## src/rtl/parity_err_consts.svh

```systemverilog
// Notes on behaviour
// - Master parity bit sets on a downstream secondary error, sec enable 1.
// - Primary parity out drives only as write target or read initiator.
// - Primary parity out stays inactive unless the primary enable is 1.
// - Primary parity out asserts on own error or secondary pin in a down DW.
// - Secondary parity out drives only as write target or read initiator.
// - Secondary parity out stays inactive unless the secondary enable is 1.
// - Secondary parity out asserts on own error or primary pin in an up DW.
// - Parity outputs are active low and stay at 1 in every unselected case.
// - System error asserts on a parity pin seen on a posted write target bus.
// - Posted write system error needs that the bridge did not detect it.
// - Both parity response enables must be 1 for posted write system error.
// - The system error enable must be 1 before system error is asserted.
// - Reads and delayed writes never cause system error for data parity.
// - Each system error assertion also sets the signaled system error bit.
`ifndef PARITY_ERR_CONSTS_SVH
`define PARITY_ERR_CONSTS_SVH

`define PE_ADDR_W        8
`define PE_OFF_CTRL      8'h00
`define PE_OFF_STATUS    8'h04
`define PE_OFF_MASK      8'h08

`define PE_CTRL_W        3
`define PE_CTRL_UP_PER   0
`define PE_CTRL_DN_PER   1
`define PE_CTRL_SERR_EN  2
`define PE_CTRL_RESET    3'h0

`define PE_STAT_W        4
`define PE_STAT_DN_MDPD  0
`define PE_STAT_SIG_SERR 1
`define PE_STAT_UP_PERR  2
`define PE_STAT_DN_PERR  3
`define PE_STAT_RESET    4'h0
`define PE_MASK_RESET    4'h0

`endif

```

## src/rtl/parity_err_pkg.sv

```systemverilog
`default_nettype none
package parity_err_pkg;
  typedef enum logic [1:0] {
    TXN_READ,
    TXN_POSTED_WRITE,
    TXN_DELAYED_WRITE,
    TXN_OTHER
  } txn_kind_t;

  typedef enum logic {
    DIR_DOWNSTREAM,
    DIR_UPSTREAM
  } txn_dir_t;
endpackage
`default_nettype wire

```

## src/rtl/bridge_parity_error_reporting.sv

```systemverilog
// Chosen here: the placing of the registers and register access over APB.
`include "parity_err_consts.svh"
`default_nettype none
module bridge_parity_error_reporting (
  input  wire logic                      clk_in,
  input  wire logic                      reset_in,
  // APB slave.
  input  wire logic                      psel_in,
  input  wire logic                      penable_in,
  input  wire logic                      pwrite_in,
  input  wire logic [`PE_ADDR_W-1:0]     paddr_in,
  input  wire logic [31:0]               pwdata_in,
  output logic      [31:0]               prdata_out,
  output logic                           pready_out,
  output logic                           pslverr_out,
  output logic                           irq_out,
  // Data phase report from the transaction queues.
  input  wire logic                      txn_valid_in,
  input  wire parity_err_pkg::txn_kind_t txn_kind_in,
  input  wire parity_err_pkg::txn_dir_t  txn_dir_in,
  input  wire logic                      upstream_dpe_in,
  input  wire logic                      downstream_dpe_in,
  // Bus pins.
  input  wire logic                      upstream_side_parity_err_n_in,
  output logic                           upstream_side_parity_err_n_out,
  output logic                           upstream_side_parity_err_oe_out,
  input  wire logic                      downstream_side_parity_err_n_in,
  output logic                           downstream_side_parity_err_n_out,
  output logic                           downstream_side_parity_err_oe_out,
  output logic                           upstream_side_system_err_n_out,
  output logic                           upstream_side_system_err_oe_out
);

  // ==========================================================================
  // Register bus
  // ==========================================================================
  logic [`PE_CTRL_W-1:0] ctrl_r;
  logic [`PE_STAT_W-1:0] mask_r;
  logic [`PE_STAT_W-1:0] status;
  logic [`PE_STAT_W-1:0] stat_set;
  logic                  setup;
  logic                  access;
  logic                  hit_ctrl;
  logic                  hit_stat;
  logic                  hit_mask;
  logic                  stat_rd_clr;

  assign setup    = psel_in && !penable_in;
  assign access   = psel_in && penable_in && pready_out;
  assign hit_ctrl = (paddr_in == `PE_OFF_CTRL);
  assign hit_stat = (paddr_in == `PE_OFF_STATUS);
  assign hit_mask = (paddr_in == `PE_OFF_MASK);
  assign stat_rd_clr = access && !pwrite_in && hit_stat;

  // The slave answers in the first access cycle; data is prepared at setup.
  always_ff @(posedge clk_in) begin
    if (reset_in) begin
      pready_out  <= 1'b0;
      pslverr_out <= 1'b0;
      prdata_out  <= 32'h0000_0000;
    end else begin
      pready_out  <= setup;
      pslverr_out <= setup && !(hit_ctrl || hit_stat || hit_mask);
      if (setup && !pwrite_in) begin
        if (hit_ctrl) begin
          prdata_out <= {{(32-`PE_CTRL_W){1'b0}}, ctrl_r};
        end else if (hit_stat) begin
          prdata_out <= {{(32-`PE_STAT_W){1'b0}}, status};
        end else if (hit_mask) begin
          prdata_out <= {{(32-`PE_STAT_W){1'b0}}, mask_r};
        end else begin
          prdata_out <= 32'h0000_0000;
        end
      end else begin
        prdata_out <= 32'h0000_0000;
      end
    end
  end

  always_ff @(posedge clk_in) begin
    if (reset_in) begin
      ctrl_r <= `PE_CTRL_RESET;
    end else if (access && pwrite_in && hit_ctrl) begin
      ctrl_r <= pwdata_in[`PE_CTRL_W-1:0];
    end
  end

  always_ff @(posedge clk_in) begin
    if (reset_in) begin
      mask_r <= `PE_MASK_RESET;
    end else if (access && pwrite_in && hit_mask) begin
      mask_r <= pwdata_in[`PE_STAT_W-1:0];
    end
  end

  // A read clears only the bits that it returned. An event that lands at
  // the setup edge is missed by the read data, so clearing the whole word
  // at the access edge would lose it; it stays set for the next read.
  genvar gi;
  generate
    for (gi = 0; gi < `PE_STAT_W; gi++) begin : g_stat
      sticky_bit #(.RESET_VAL(1'b0)) u_bit (
        .clk_in   (clk_in),
        .reset_in (reset_in),
        .set_in   (stat_set[gi]),
        .clear_in (stat_rd_clr && prdata_out[gi]),
        .flag_out (status[gi])
      );
    end
  endgenerate

  always_ff @(posedge clk_in) begin
    if (reset_in) begin
      irq_out <= 1'b0;
    end else begin
      irq_out <= |(status & mask_r);
    end
  end

  // ==========================================================================
  // Error decode
  // ==========================================================================
  logic up_per;
  logic dn_per;
  logic serr_en;
  logic is_rd;
  logic is_pw;
  logic is_dw;
  logic is_dn;
  logic is_up;
  logic up_perr_seen;
  logic dn_perr_seen;
  logic up_role;
  logic dn_role;
  logic up_perr_hit;
  logic dn_perr_hit;
  logic serr_hit;
  logic mdpd_hit;

  assign up_per  = ctrl_r[`PE_CTRL_UP_PER];
  assign dn_per  = ctrl_r[`PE_CTRL_DN_PER];
  assign serr_en = ctrl_r[`PE_CTRL_SERR_EN];
  assign is_rd   = (txn_kind_in == parity_err_pkg::TXN_READ);
  assign is_pw   = (txn_kind_in == parity_err_pkg::TXN_POSTED_WRITE);
  assign is_dw   = (txn_kind_in == parity_err_pkg::TXN_DELAYED_WRITE);
  assign is_dn   = (txn_dir_in == parity_err_pkg::DIR_DOWNSTREAM);
  assign is_up   = (txn_dir_in == parity_err_pkg::DIR_UPSTREAM);
  assign up_perr_seen = !upstream_side_parity_err_n_in;
  assign dn_perr_seen = !downstream_side_parity_err_n_in;

  // Write target or read initiator on each bus.
  assign up_role = (is_rd && is_up) || ((is_pw || is_dw) && is_dn);
  assign dn_role = (is_rd && is_dn) || ((is_pw || is_dw) && is_up);

  // A delayed write completion forwards the far bus pin back to the
  // initiator bus; the far bus is the target bus of that write.
  assign up_perr_hit = txn_valid_in && up_per &&
                       ((up_role && upstream_dpe_in) ||
                        (is_dw && is_dn && dn_per && dn_perr_seen));
  assign dn_perr_hit = txn_valid_in && dn_per &&
                       ((dn_role && downstream_dpe_in) ||
                        (is_dw && is_up && up_per && up_perr_seen));

  // Only posted writes qualify, so reads and delayed writes never do.
  // A detect on the initiator bus means the bridge caught the error as
  // target itself; that case is reported by the parity pin only.
  assign serr_hit = txn_valid_in && is_pw && serr_en &&
                    up_per && dn_per &&
                    ((is_up && up_perr_seen && !downstream_dpe_in) ||
                     (is_dn && dn_perr_seen && !upstream_dpe_in));

  assign mdpd_hit = txn_valid_in && is_dn && dn_per &&
                    (is_rd || is_pw || is_dw) &&
                    (downstream_dpe_in || dn_perr_seen);

  always_comb begin
    stat_set = `PE_STAT_RESET;
    stat_set[`PE_STAT_DN_MDPD]  = mdpd_hit;
    stat_set[`PE_STAT_SIG_SERR] = serr_hit;
    stat_set[`PE_STAT_UP_PERR]  = up_perr_hit;
    stat_set[`PE_STAT_DN_PERR]  = dn_perr_hit;
  end

  // ==========================================================================
  // Pin drivers
  // ==========================================================================
  // A parity pin is driven low for one clock, then driven high for one
  // clock before release, so the bus does not float from low.
  always_ff @(posedge clk_in) begin
    if (reset_in) begin
      upstream_side_parity_err_n_out  <= 1'b1;
      upstream_side_parity_err_oe_out <= 1'b0;
    end else begin
      upstream_side_parity_err_n_out  <= !up_perr_hit;
      upstream_side_parity_err_oe_out <= up_perr_hit ||
        (upstream_side_parity_err_oe_out &&
         !upstream_side_parity_err_n_out);
    end
  end

  always_ff @(posedge clk_in) begin
    if (reset_in) begin
      downstream_side_parity_err_n_out  <= 1'b1;
      downstream_side_parity_err_oe_out <= 1'b0;
    end else begin
      downstream_side_parity_err_n_out  <= !dn_perr_hit;
      downstream_side_parity_err_oe_out <= dn_perr_hit ||
        (downstream_side_parity_err_oe_out &&
         !downstream_side_parity_err_n_out);
    end
  end

  // System error is open drain: only ever driven low.
  always_ff @(posedge clk_in) begin
    if (reset_in) begin
      upstream_side_system_err_n_out  <= 1'b1;
      upstream_side_system_err_oe_out <= 1'b0;
    end else begin
      upstream_side_system_err_n_out  <= !serr_hit;
      upstream_side_system_err_oe_out <= serr_hit;
    end
  end
endmodule
`default_nettype wire

```

## src/rtl/sticky_bit.sv

```systemverilog
`default_nettype none
// A hardware set in the same cycle as a clear wins, so no event is lost.
module sticky_bit #(
  parameter logic RESET_VAL = 1'b0
) (
  input  wire logic clk_in,
  input  wire logic reset_in,
  input  wire logic set_in,
  input  wire logic clear_in,
  output logic      flag_out
);
  always_ff @(posedge clk_in) begin
    if (reset_in) begin
      flag_out <= RESET_VAL;
    end else if (set_in) begin
      flag_out <= 1'b1;
    end else if (clear_in) begin
      flag_out <= 1'b0;
    end
  end
endmodule
`default_nettype wire

```

## config.mk

```make
export PLATFORM = sky130hd
export DESIGN_NAME = bridge_parity_error_reporting
export DESIGN_NICKNAME = d
export VERILOG_FILES = /design/src/rtl/parity_err_pkg.sv /design/src/rtl/bridge_parity_error_reporting.sv /design/src/rtl/sticky_bit.sv
export VERILOG_INCLUDE_DIRS = /design/src /design/src/rtl
export SDC_FILE = /design/constraint.sdc
export NUM_CORES = 1
export LEC_CHECK = 0
export BUFFER_PORTS_ARGS = -buffer_cell sky130_fd_sc_hd__clkbuf_2
export CAP_MARGIN = 40
export CORE_UTILIZATION = 42
export DETAILED_ROUTE_END_ITERATION = 6
export GPL_ROUTABILITY_DRIVEN = 0
export PLACE_DENSITY = 0.87
export SLEW_MARGIN = 30
export SYNTH_ARGS = -nofsm -noshare
export SYNTH_HDL_FRONTEND = slang
export SYNTH_SLANG_ARGS = --single-unit
```

## constraint.sdc

```tcl
create_clock -name clk_in -period 2.75 [get_ports clk_in]
set_clock_uncertainty 0.2 [all_clocks]
set_input_delay 0.55 -clock clk_in [delete_from_list [all_inputs] [get_ports clk_in]]
set_output_delay 0.55 -clock clk_in [all_outputs]
set_load 0.05 [all_outputs]
```

==> qor.yml <==
placed_design:
  io_buffers: 37
  dp_hpwl_um: 2140
  pre_cts_ws_ns: 0.460
status:
  status: "finished clean"
worst_setup_path:
  cpMostUsedCell: "or4_4"
  crit_type: "input pin to flip-flop"
  cp_max_fo: 8
  start_kind: "input pin"
  required_ns: 2.77
  cp-end-kind: "flip-flop"
  cp.arrival_ns: 1.97
  crit_chain: "clkbuf_2, or4_4, or4_4, mux2i_1"
  cpPeakStageDelay_ns: 0.61
  slowest_stage: "or4_4"
logic_synthesis:
  synth_ff_type: "dfxtp_1"
  ys_seq_area_share_pct: 33.5
  ys_warn_count: 0
  synth-edff-count: 0
  ys_seq_elements: 24
  synth-async-reset-ratio_pct: 0
  syn_inst: 155
  mappedNetlistArea_um2: 1440
  synth.distinct_cells: 41
  avgSynthCellArea_um2: 9.26
final_layout:
  multi_input_area_um2: 790
  nNetsFinal: 246
  drive_above_1_share_pct: 25.0
  register_area_um2: 480
  fill_cells: 318
  diodes: 0
  syn_to_final_growth_pct: 9.33
pwr:
  leakagePower_nw: 0.690
  worst_ir_drop_vdd_mv: 0.247
  cellPowerDensity_nw_per_um2: 436
  power.total_w: 0.000684
die:
  initial_utilization_pct: 45.5
  die_area_um2: 3650
  ios: 94
  rows: 20
  fp.dieW_um: 60.5
  fp.dieH_um: 60.5
  coreArea_um2: 3150
routing:
  postRouteAntennaNets: 0
  drtPass1Iterations: 4
  wl_per_cell_um: 11.5
  avgViaCountPerCell: 4.82
  wl_um: 2670
  drt_iter0_drc: 42
  post-route-drc-count: 0
  num_vias: 1118
sta:
  setup_viol: 0
  setup_tns_ns: 0
  timing.hold.ws_ns: 0.234
  grt_setup_unrepaired: "no"
  fin_crit_sh_pct: 71.0
  setup_slack_ns: 0.797
  maxSlewViolCount: 0
  hold_viol: 0
  finalCriticalPeriod_ns: 1.95
  timing.fmax_mhz: 512
grt:
  grt_pass1_wl_um: 4140
  grt_pass1_vias: 941
  antenna_found_initial: 0
  track_usage_pct: 15.3
  overflow: 0
  grt_max_degree: 25
clocking:
  clk_latency_ns: 0.31
  cts.sinks: 24
  cts_root_buf: "clkbuf_4"
  cts.clk_slew.worst_paths_ns: 0.12
  postCtsHoldBufs: 0
  cts_resized: 0
  cts_buffers: 3
  htree_levels: 1
  post-cts-setup-buffer-count: 0
  clk_path_buf_depth: 2
  tritoncts: "yes"
run:
  max_cap_viol_count: 0
hold_path:
  hold_class: "input pin to flip-flop"
per-layer routing:
layer	vias up	global-route usage, %	share of wire, %
met5	-	0	0
met2	33	27.5	51
met1	518	18.3	44
met4	0	2.92	0.82
met3	5	4.48	4.9
li1	562	-	-
state kept, by name, indices dropped and copies added (netlist names):
register                           flops
upstream_side_system_err_n_out         1
mask_r                                 4
prdata_out                             4
upstream_side_parity_err_n_out         1
g_stat.u_bit.flag_out                  4
irq_out                                1
ctrl_r                                 3
downstream_side_parity_err_n_out       1
downstream_side_parity_err_oe_out      1
pready_out                             1
upstream_side_system_err_oe_out        1
upstream_side_parity_err_oe_out        1
pslverr_out                            1
path summary, 6_finish.rpt:
check	slack, ns	from	end	cells past startpoint
max	0.80	paddr_in[7]	mask_r[1]	4
min	0.23	penable_in	pready_out	2
max reg2reg	1.11	pready_out	mask_r[1]	3
min reg2reg	0.25	downstream_side_parity_err_n_out	downstream_side_parity_err_oe_out	1
per-stage QoR:
stage               util [%]  cell area (um2)  cells
finish                  49.8             1570    232
global route            49.8             1570    232
CTS                     49.8             1570    232
detailed placement      48.6             1530    228
global placement        48.6             1530    228
floorplan                  -             1540    182
synth_stat cells, types with 2 or more instances:
cell / number / share of area (%)
or4_4: 2 / 1.6
nand2b_1: 16 / 7.0
o22ai_1: 3 / 1.3
buf_4: 28 / 15
nor3_1: 4 / 1.4
mux2i_1: 9 / 6.3
a22oi_1: 2 / 1.0
a211oi_1: 3 / 1.6
or4bb_1: 4 / 3.1
nor4_1: 4 / 1.7
nand4b_1: 3 / 1.8
nor2_1: 3 / 0.78
ha_1: 4 / 3.5
o21ai_0: 3 / 1.0
a21oi_1: 3 / 1.0
nor3b_1: 2 / 1.0
dfxtp_1: 24 / 33
clkbuf_1: 6 / 1.6
nand3b_1: 2 / 1.0
inv_1: 6 / 1.6
nand3_1: 4 / 1.4
worst max-delay path, delay by kind of cell:
kind,cells,cell delay (ns)
AND/OR/NAND/NOR,2,1.20
buffers and inverters,1,0.09
multiplexers,1,0.13
cells by family after synthesis:
logic type,count (synthesis),share of synthesized area [%]
other,1,0.261
muxes,9,6.28
DFF,24,33.5
and+or+nand+nor,54,27.4
AOI/OAI and AO/OA,22,10.5
adders and majority gates,4,3.49
buffers and inverters,41,18.6
power by group:
part | switching, W | leakage, nW | total, W | internal (W)
Clock | 0.000102 | 0.0210 | 0.000183 | 0.0000809
Sequential | 0.000000423 | 0.194 | 0.000349 | 0.000349
Combinational | 0.000122 | 0.476 | 0.000152 | 0.0000297
final cells by class:
type	count	area share (%)
repair buffers	37	11.8
clock buffers	4	2.31
inverters	6	1.44
multi-input cells	117	50.3
flip-flops and latches	24	30.6
well taps	44	3.51
placed cells by master (no fill, tap or decap), drive strengths merged, types with 2 or more instances in the layout:
cell / n
a211oi: 3
a21oi: 3
a22oi: 2
clkbuf: 41
conb: 28
dfxtp: 24
ha: 4
inv: 6
mux2i: 9
nand2b: 16
nand3: 4
nand3b: 2
nand4b: 3
nor2: 3
nor3: 4
nor3b: 2
nor4: 6
o21ai: 4
o22ai: 3
or4: 2
or4bb: 4
No activity file was read; power rests on OpenSTA's default activity.
